## config.mk

```make
export PLATFORM = sky130hd
export DESIGN_NAME = crs_cpu_register_set
export DESIGN_NICKNAME = d
export VERILOG_FILES = /design/src/common/crs_pkg.sv /design/src/verilog/crs_cpu_register_set.sv
export VERILOG_INCLUDE_DIRS = /design/src /design/src/common
export SDC_FILE = /design/constraint.sdc
export NUM_CORES = 2
export LEC_CHECK = 0
export BUFFER_PORTS_ARGS = -buffer_cell sky130_fd_sc_hd__buf_2
export CELL_PAD_IN_SITES_DETAIL_PLACEMENT = 1
export CELL_PAD_IN_SITES_GLOBAL_PLACEMENT = 2
export CORE_ASPECT_RATIO = 1.5
export CORE_UTILIZATION = 44
export DETAILED_ROUTE_END_ITERATION = 12
export PLACE_DENSITY = 0.95
export SYNTH_ARGS = -nofsm -noshare
export SYNTH_HDL_FRONTEND = slang
export SYNTH_SLANG_ARGS = --single-unit
```

## constraint.sdc

```tcl
create_clock -name ref_clk_i -period 12.8 [get_ports ref_clk_i]
set_input_delay 0.64 -clock ref_clk_i [delete_from_list [all_inputs] [get_ports ref_clk_i]]
set_output_delay 0.64 -clock ref_clk_i [all_outputs]
set_load 0.03 [all_outputs]
```

## src/common/crs_defines.svh

```systemverilog
`ifndef CRS_DEFINES_SVH
`define CRS_DEFINES_SVH
// ****************************************
// register bus byte addresses
// ****************************************
`define CRS_A_PSW 8'h40
`define CRS_A_PBASE 8'h44
`define CRS_A_VBASE 8'h48
`define CRS_A_MACH 8'h4C
`define CRS_A_MACL 8'h50
`define CRS_A_PR 8'h54
`define CRS_A_PC 8'h58
`define CRS_GP_REGION 2'h0
`define CRS_WORD_ALIGN 2'h0
// ****************************************
// core-side selector codes
// ****************************************
`define CRS_SYS_PSW 3'h0
`define CRS_SYS_PBASE 3'h1
`define CRS_SYS_VBASE 3'h2
`define CRS_SYS_MACH 3'h3
`define CRS_SYS_MACL 3'h4
`define CRS_SYS_PR 3'h5
`define CRS_SYS_PC 3'h6
`define CRS_SP_IDX 4'hF
`define CRS_IDX_IDX 4'h0
// ****************************************
// status word fields and values
// ****************************************
`define CRS_PSW_T 0
`define CRS_PSW_S 1
`define CRS_PSW_MSK_LO 4
`define CRS_PSW_MSK_HI 7
`define CRS_PSW_Q 8
`define CRS_PSW_M 9
`define CRS_PSW_WMASK 32'h000003F3
`define CRS_PSW_RST 32'h000000F0
`define CRS_MSK_ALL 4'hF
`define CRS_VBASE_RST 32'h00000000
`define CRS_WORD_BYTES 32'h00000004
`define CRS_ZERO 32'h00000000
`endif

```

## src/common/crs_pkg.sv

```systemverilog
package crs_pkg;
  typedef enum logic [6:0] {
    CRS_IDLE = 7'h01,
    CRS_PUSH_PSW = 7'h02,
    CRS_PUSH_PC = 7'h04,
    CRS_POP_PC = 7'h08,
    CRS_POP_PSW = 7'h10,
    CRS_LD_PC = 7'h20,
    CRS_LD_PSW = 7'h40
  } crs_state_e;
endpackage

```

## src/verilog/crs_cpu_register_set.sv

```systemverilog
// Design decisions made here: strobed register access and the register addresses.
`timescale 1ns/100ps
`include "crs_defines.svh"
// Summary of operation
// - sixteen general, three control, four system registers, all 32 bits wide.
// - general register zero doubles as index register for indexed addressing.
// - register fifteen is stack pointer; exceptions push and pop status and pc.
// - peripheral base plus displacement forms peripheral register addresses.
// - vector table base plus vector offset forms handler fetch address.
// - status bits 31..10, 3 and 2 are reserved and read zero.
// - status bits 9 and 8 are divide-step flags, read and write.
// - status bit 1 is the saturation flag for multiply-accumulate, read and write.
// - status bit 0 holds compare and test outcomes; branches decide on it.
// - the same bit captures carry, borrow, overflow and underflow results.
// - status bits 7..4 form a writable four-bit interrupt level mask.
// - reset sets the interrupt level mask to all ones.
module crs_cpu_register_set (
  // clock and reset
  input wire logic ref_clk_i,
  input wire logic srst_i,
  // register bus
  input wire logic [7:0] addr_i,
  input wire logic [31:0] wdata_i,
  input wire logic wr_i,
  input wire logic rd_i,
  output logic [31:0] rdata_o,
  // general register ports
  input wire logic gp_wr_i,
  input wire logic [3:0] gp_wr_sel_i,
  input wire logic [31:0] gp_wr_data_i,
  input wire logic [3:0] gp_rd_a_sel_i,
  input wire logic [3:0] gp_rd_b_sel_i,
  output logic [31:0] gp_rd_a_o,
  output logic [31:0] gp_rd_b_o,
  output logic [31:0] idx_addr_o,
  output logic [31:0] sp_o,
  // control and system register port
  input wire logic sys_wr_i,
  input wire logic [2:0] sys_wr_sel_i,
  input wire logic [31:0] sys_wr_data_i,
  output logic [31:0] psw_o,
  output logic [31:0] pc_o,
  // flag updates from execution
  input wire logic cond_we_i,
  input wire logic cond_i,
  input wire logic div_we_i,
  input wire logic div_q_i,
  input wire logic div_m_i,
  // address generation
  input wire logic [7:0] disp_i,
  input wire logic [1:0] disp_sz_i,
  output logic [31:0] periph_addr_o,
  input wire logic [7:0] vec_num_i,
  output logic [31:0] vec_addr_o,
  // exception stack traffic
  input wire logic exc_entry_i,
  input wire logic exc_return_i,
  input wire logic [31:0] stk_rdata_i,
  output logic [31:0] stk_addr_o,
  output logic [31:0] stk_wdata_o,
  output logic stk_we_o,
  output logic stk_re_o,
  output logic stk_busy_o
);

  // ****************************************
  // storage
  // ****************************************
  logic [31:0] gp [16];
  logic [31:0] psw;
  logic [31:0] pbase;
  logic [31:0] vbase;
  logic [31:0] mach;
  logic [31:0] macl;
  logic [31:0] pr;
  logic [31:0] pc;
  crs_pkg::crs_state_e state;
  crs_pkg::crs_state_e next_state;

  // reserved status bits forced to zero
  function automatic logic [31:0] psw_clean(input logic [31:0] v);
    psw_clean = v & `CRS_PSW_WMASK;
  endfunction

  function automatic logic sys_hit(input logic we, input logic [2:0] sel,
                                   input logic [2:0] code);
    sys_hit = we && (sel == code);
  endfunction

  // ****************************************
  // bus decode
  // ****************************************
  wire bus_gp = (addr_i[7:6] == `CRS_GP_REGION) && (addr_i[1:0] == `CRS_WORD_ALIGN);
  wire [3:0] bus_gp_idx = addr_i[5:2];
  wire bus_gp_we = wr_i && bus_gp;
  wire bus_psw_we = wr_i && (addr_i == `CRS_A_PSW);
  wire bus_pbase_we = wr_i && (addr_i == `CRS_A_PBASE);
  wire bus_vbase_we = wr_i && (addr_i == `CRS_A_VBASE);
  wire bus_mach_we = wr_i && (addr_i == `CRS_A_MACH);
  wire bus_macl_we = wr_i && (addr_i == `CRS_A_MACL);
  wire bus_pr_we = wr_i && (addr_i == `CRS_A_PR);
  wire bus_pc_we = wr_i && (addr_i == `CRS_A_PC);
  wire [31:0] bus_rd_val =
    bus_gp ? gp[bus_gp_idx] :
    (addr_i == `CRS_A_PSW) ? psw :
    (addr_i == `CRS_A_PBASE) ? pbase :
    (addr_i == `CRS_A_VBASE) ? vbase :
    (addr_i == `CRS_A_MACH) ? mach :
    (addr_i == `CRS_A_MACL) ? macl :
    (addr_i == `CRS_A_PR) ? pr :
    (addr_i == `CRS_A_PC) ? pc : `CRS_ZERO;

  // ****************************************
  // core-side selects
  // ****************************************
  wire sys_psw_we = sys_hit(sys_wr_i, sys_wr_sel_i, `CRS_SYS_PSW);
  wire sys_pbase_we = sys_hit(sys_wr_i, sys_wr_sel_i, `CRS_SYS_PBASE);
  wire sys_vbase_we = sys_hit(sys_wr_i, sys_wr_sel_i, `CRS_SYS_VBASE);
  wire sys_mach_we = sys_hit(sys_wr_i, sys_wr_sel_i, `CRS_SYS_MACH);
  wire sys_macl_we = sys_hit(sys_wr_i, sys_wr_sel_i, `CRS_SYS_MACL);
  wire sys_pr_we = sys_hit(sys_wr_i, sys_wr_sel_i, `CRS_SYS_PR);
  wire sys_pc_we = sys_hit(sys_wr_i, sys_wr_sel_i, `CRS_SYS_PC);
  wire [31:0] disp_ext = {24'h000000, disp_i} << disp_sz_i;
  wire [31:0] vec_ofs = {22'h000000, vec_num_i, 2'h0};
  wire [31:0] sp = gp[`CRS_SP_IDX];
  wire [31:0] sp_dec = sp - `CRS_WORD_BYTES;
  wire [31:0] sp_inc = sp + `CRS_WORD_BYTES;

  // ****************************************
  // exception stack sequencer
  // ****************************************
  wire st_idle = (state == crs_pkg::CRS_IDLE);
  wire st_push = (state == crs_pkg::CRS_PUSH_PSW) || (state == crs_pkg::CRS_PUSH_PC);
  wire st_pop = (state == crs_pkg::CRS_POP_PC) || (state == crs_pkg::CRS_POP_PSW);
  wire ld_pc = (state == crs_pkg::CRS_LD_PC);
  wire ld_psw = (state == crs_pkg::CRS_LD_PSW);
  wire [31:0] stk_push_data = (state == crs_pkg::CRS_PUSH_PSW) ? psw : pc;

  always_comb begin
    next_state = state;
    unique case (state)
      crs_pkg::CRS_IDLE: begin
        if (exc_entry_i) begin
          next_state = crs_pkg::CRS_PUSH_PSW;
        end else if (exc_return_i) begin
          next_state = crs_pkg::CRS_POP_PC;
        end
      end
      crs_pkg::CRS_PUSH_PSW: next_state = crs_pkg::CRS_PUSH_PC;
      crs_pkg::CRS_PUSH_PC: next_state = crs_pkg::CRS_IDLE;
      crs_pkg::CRS_POP_PC: next_state = crs_pkg::CRS_POP_PSW;
      crs_pkg::CRS_POP_PSW: next_state = crs_pkg::CRS_LD_PC;
      crs_pkg::CRS_LD_PC: next_state = crs_pkg::CRS_LD_PSW;
      crs_pkg::CRS_LD_PSW: next_state = crs_pkg::CRS_IDLE;
      default: next_state = crs_pkg::CRS_IDLE;
    endcase
  end

  always_ff @(posedge ref_clk_i) begin
    if (srst_i) begin
      state <= crs_pkg::CRS_IDLE;
    end else begin
      state <= next_state;
    end
  end

  // stack strobes lag the sequencer state by one cycle
  always_ff @(posedge ref_clk_i) begin
    if (srst_i) begin
      stk_we_o <= 1'b0;
      stk_re_o <= 1'b0;
      stk_addr_o <= `CRS_ZERO;
      stk_wdata_o <= `CRS_ZERO;
      stk_busy_o <= 1'b0;
    end else begin
      stk_we_o <= st_push;
      stk_re_o <= st_pop;
      stk_addr_o <= st_push ? sp_dec : sp;
      stk_wdata_o <= stk_push_data;
      stk_busy_o <= (next_state != crs_pkg::CRS_IDLE);
    end
  end

  // ****************************************
  // general registers
  // ****************************************
  always_ff @(posedge ref_clk_i) begin
    if (srst_i) begin
      for (int i = 0; i < 16; i++) begin
        gp[i] <= `CRS_ZERO;
      end
    end else begin
      if (bus_gp_we) begin
        gp[bus_gp_idx] <= wdata_i;
      end
      if (gp_wr_i) begin
        gp[gp_wr_sel_i] <= gp_wr_data_i;
      end
      if (st_push) begin
        gp[`CRS_SP_IDX] <= sp_dec;
      end else if (st_pop) begin
        gp[`CRS_SP_IDX] <= sp_inc;
      end
    end
  end

  // ****************************************
  // control and system registers
  // ****************************************
  always_ff @(posedge ref_clk_i) begin
    if (srst_i) begin
      psw <= `CRS_PSW_RST;
    end else if (ld_psw) begin
      psw <= psw_clean(stk_rdata_i);
    end else begin
      if (sys_psw_we) begin
        psw <= psw_clean(sys_wr_data_i);
      end else if (bus_psw_we) begin
        psw <= psw_clean(wdata_i);
      end
      if (div_we_i) begin
        psw[`CRS_PSW_Q] <= div_q_i;
        psw[`CRS_PSW_M] <= div_m_i;
      end
      if (cond_we_i) begin
        psw[`CRS_PSW_T] <= cond_i;
      end
    end
  end

  always_ff @(posedge ref_clk_i) begin
    if (srst_i) begin
      pbase <= `CRS_ZERO;
      vbase <= `CRS_VBASE_RST;
      mach <= `CRS_ZERO;
      macl <= `CRS_ZERO;
      pr <= `CRS_ZERO;
    end else begin
      if (sys_pbase_we || bus_pbase_we) begin
        pbase <= sys_pbase_we ? sys_wr_data_i : wdata_i;
      end
      if (sys_vbase_we || bus_vbase_we) begin
        vbase <= sys_vbase_we ? sys_wr_data_i : wdata_i;
      end
      if (sys_mach_we || bus_mach_we) begin
        mach <= sys_mach_we ? sys_wr_data_i : wdata_i;
      end
      if (sys_macl_we || bus_macl_we) begin
        macl <= sys_macl_we ? sys_wr_data_i : wdata_i;
      end
      if (sys_pr_we || bus_pr_we) begin
        pr <= sys_pr_we ? sys_wr_data_i : wdata_i;
      end
    end
  end

  always_ff @(posedge ref_clk_i) begin
    if (srst_i) begin
      pc <= `CRS_ZERO;
    end else if (ld_pc) begin
      pc <= stk_rdata_i;
    end else if (sys_pc_we || bus_pc_we) begin
      pc <= sys_pc_we ? sys_wr_data_i : wdata_i;
    end
  end

  // ****************************************
  // registered outputs
  // ****************************************
  always_ff @(posedge ref_clk_i) begin
    if (srst_i) begin
      rdata_o <= `CRS_ZERO;
      gp_rd_a_o <= `CRS_ZERO;
      gp_rd_b_o <= `CRS_ZERO;
      idx_addr_o <= `CRS_ZERO;
      periph_addr_o <= `CRS_ZERO;
      vec_addr_o <= `CRS_ZERO;
    end else begin
      rdata_o <= rd_i ? bus_rd_val : `CRS_ZERO;
      gp_rd_a_o <= gp[gp_rd_a_sel_i];
      gp_rd_b_o <= gp[gp_rd_b_sel_i];
      idx_addr_o <= gp[`CRS_IDX_IDX] + gp[gp_rd_a_sel_i];
      periph_addr_o <= pbase + disp_ext;
      vec_addr_o <= vbase + vec_ofs;
    end
  end

  assign psw_o = psw;
  assign pc_o = pc;
  assign sp_o = sp;
endmodule
```

==> summary.txt <==
Die
  • Ports: ~540
  • Row count: 159
  • Die area: 128,000 um^2
  • DIE HEIGHT: 437 um
  • Initial Utilization: 44.4%
  • Core area: 125,000 um^2
  • Die width: around 290 um

Route
  • Vias after detailed routing: 47,189
  • Pre-antenna DRT Iters: 6
  • DR iter-0 viols: approximately 6,200
  • Vias per cell: 7.23
  • Wirelength, routed: around 240,000 um
  • DR WL/cell: 37.5 um
  • DRC Markers: 0
  • Detail Route Antenna Nets: 0

Setup path
  • Worst R2R Start: gp[15][8]$_DFFE_PP_
  • Crit path arrival time: 7.04 ns
  • R2R Setup Slk: 7.20 ns
  • Worst Path Max Fanout: 49
  • Worst r2r path cells: 11
  • Crit. End Element: register
  • Reg2reg end: idx_addr_o[30]$_SDFF_PP0_
  • CP required: 13.44 ns
  • Crit Path Class: in -> reg
  • Startpoint class of the critical path: primary input

Synthesis
  • Syn avg cell area: 12.0 um^2
  • Post-synth EDFFs: 512
  • Synth Register Bits: roughly 980
  • Synth unique cells: 85
  • Yosys warning total: 0
  • Post-Synthesis Cell Area: around 55,000 um^2
  • Top FF cell, synth: edfxtp_1
  • Cell count after synthesis: 4,624
  • Seq/Total Area, Yosys: 44.5%
  • Asr flop ratio synth: 0%

Clock tree
  • Hold_buf cts: 0
  • Num CTS Buffers: 99
  • Root Buffer: clkbuf_16
  • CTS tree: built
  • # Post-CTS Setup Buffers: 0
  • Clock transition at path regs: 0.07 ns
  • Longest Clk Path Bufs: 3
  • Clock sinks: 978
  • Clk_lat worst skew: 0.77 ns
  • Post-CTS resize count: 0
  • CTS HTree Levels: 3

Timing
  • F_max: 156 MHz
  • Fin Setup TNS: 0 ns
  • Final Max Tran Viols: 15
  • Final setup violation count: 0
  • Final hold violations: 0
  • Minimum clock period: 6.40 ns
  • Skew final: around 0.044 ns
  • Unrepaired setup endpoints after global routing: no
  • Slew headroom: -1.45%
  • Final Cycle Share: between 40% and 50%
  • Worst-Margin Slew: 1.52 ns

Finish
  • Final core utilization: 50.1%
  • Most flops, register: gp
  • Number of flip-flops in the largest register: 512
  • Commonest non-fill, non-tap cell in the layout: edfxtp_1
  • Area Growth Syn to Fin: 12.9%
  • Ratio of cells with drive above 1 in the final layout: 28.2%
  • Most frequent cells in the layout: edfxtp_1, buf_2, nor2_1
  • Nets: around 5,000

Min path
  • Hold Path Origin: exc_entry_i
  • Class of the worst hold path: in -> reg
  • Hold Path Cell Cnt: 2
  • Hold endpoint: state[3]$_SDFF_PP0_

Pwr
  • Pleak: 23.2 nW
  • VDD IR max: 115 uV
  • Power per Cell Area: about 130 nW/um^2

Global routing
  • Vias in the first global route: 49,023
  • Largest net degree at the start of global routing: 89
  • GR Overflow Total: 0
  • Total GRT Usage: 37.9%
  • Initial antenna violation count: 31
  • First-pass GRT wire length: 350,000 um

Outcome
  • Status: finished with violations
  • Failing checks: max-capacitance violations, max-slew violations

Placed design
  • HPWL after DPL: approximately 160,000 um
  • IO buf count: approximately 500
  • Routability congestion estimate: 0.942

Job
  • Max-cap viol count: 1
[kinds of logic (layout without fill, tap and decap cells)]
kind of cell / Yosys count / after routing / synth area share, %
fa+ha+maj: 55 / 55 / 1.28
compound gates: 1132 / 1132 / 15.4
xor+xnor: 105 / 105 / 1.66
mux: 750 / 750 / 24.4
buf+inv: 611 / 865 / 4.39
other cells: 1 / 43 / 0.00676
flops: 978 / 978 / 44.5
simple gates: 992 / 992 / 8.40
[worst max-delay path, cell delays in order]
cell and delay [ns]:
clkbuf_8 0.53, buf_4 0.79, mux4_2 0.61, mux4_2 0.52, ha_1 0.28, inv_1 0.09, fa_1 0.18, and2b_1 0.23
o31ai_1 0.43, a2111oi_1 0.34, o311ai_1 0.84, a22oi_1 0.43, a41o_1 0.38, a221oi_1 0.29, mux2_2 0.37
[layout make-up]
| cell class | count | area (um^2) |
|---|---|---|
| fillers | 12834 | 62500 |
| multi-input cells | 3058 | 28800 |
| flip-flops and latches | 978 | 24700 |
| repair buffers | 643 | 3600 |
| clock buffers | 131 | 2790 |
| well taps | 1610 | 2010 |
| clock inverters | 55 | 642 |
| inverters | 36 | 135 |
| diodes | 19 | 47.5 |
[metrics by stage]
step | area (um^2) | power, W | setup WS (ns) | instances | hold slack [ns]
after floorplan | 55600 | 0.00467 | 7.72 | 4647 | 0.456
after global placement | 59200 | 0.00520 | 6.17 | 6325 | 0.475
after detailed placement | 59200 | 0.00526 | 5.95 | 6325 | 0.482
after CTS | 62600 | 0.00840 | 6.68 | 6511 | 0.0850
after global routing | 62700 | 0.00862 | 6.16 | 6518 | 0.0972
final | 62700 | 0.00845 | 6.40 | 6530 | 0.106
[routing by layer]
metal / vias up / routed length (um) / GRT usage (%)
li1: 18428 / - / -
met1: 23264 / 79000 / 43.3
met2: 4079 / 110000 / 58.5
met3: 1384 / 32200 / 12.1
met4: 34 / 23800 / 30.7
met5: - / 207 / 0
[how the worst max path moves through the flow]
| stage | from | to | slack, ns | depth (start not counted) |
|---|---|---|---|---|
| after floorplan | gp_rd_a_sel_i[0] | idx_addr_o[30]$_SDFF_PP0_ | 7.72 | 16 |
| final | gp_rd_a_sel_i[0] | idx_addr_o[30]$_SDFF_PP0_ | 6.40 | 15 |
| after global placement | gp_rd_a_sel_i[0] | idx_addr_o[30]$_SDFF_PP0_ | 6.17 | 15 |
| after global routing | gp_rd_a_sel_i[0] | idx_addr_o[30]$_SDFF_PP0_ | 6.16 | 15 |
| after detailed placement | gp_rd_a_sel_i[0] | idx_addr_o[30]$_SDFF_PP0_ | 5.95 | 15 |
| after CTS | gp_rd_a_sel_i[0] | idx_addr_o[30]$_SDFF_PP0_ | 6.68 | 15 |
[synthesized netlist by cell type, types with 26 or more instances]
cell type	n	share of area, %
clkbuf_1	428	2.9
xor2_1	42	0.66
buf_1	81	0.55
edfxtp_1	512	28
buf_2	42	0.38
xnor2_1	63	0.99
or3_1	26	0.29
a221oi_1	37	0.58
nand3_1	32	0.29
ha_1	52	1.2
a21oi_1	185	1.7
nor2_1	500	3.4
a22o_1	481	7.6
nor3_1	61	0.55
dfxtp_1	466	17
mux4_2	481	20
inv_1	34	0.23
nand2_1	136	0.92
and2_1	96	1.1
mux2i_1	263	4.7
o21ai_0	90	0.81
a211oi_1	211	2.9
[power by group]
group | internal [W] | leakage, nW | switching [W]
sequential | 0.00350 | 8.72 | 0.000193
clock | 0.00179 | 1.70 | 0.00139
combinational | 0.000577 | 12.8 | 0.000999
(Power assumes the default switching activity.)
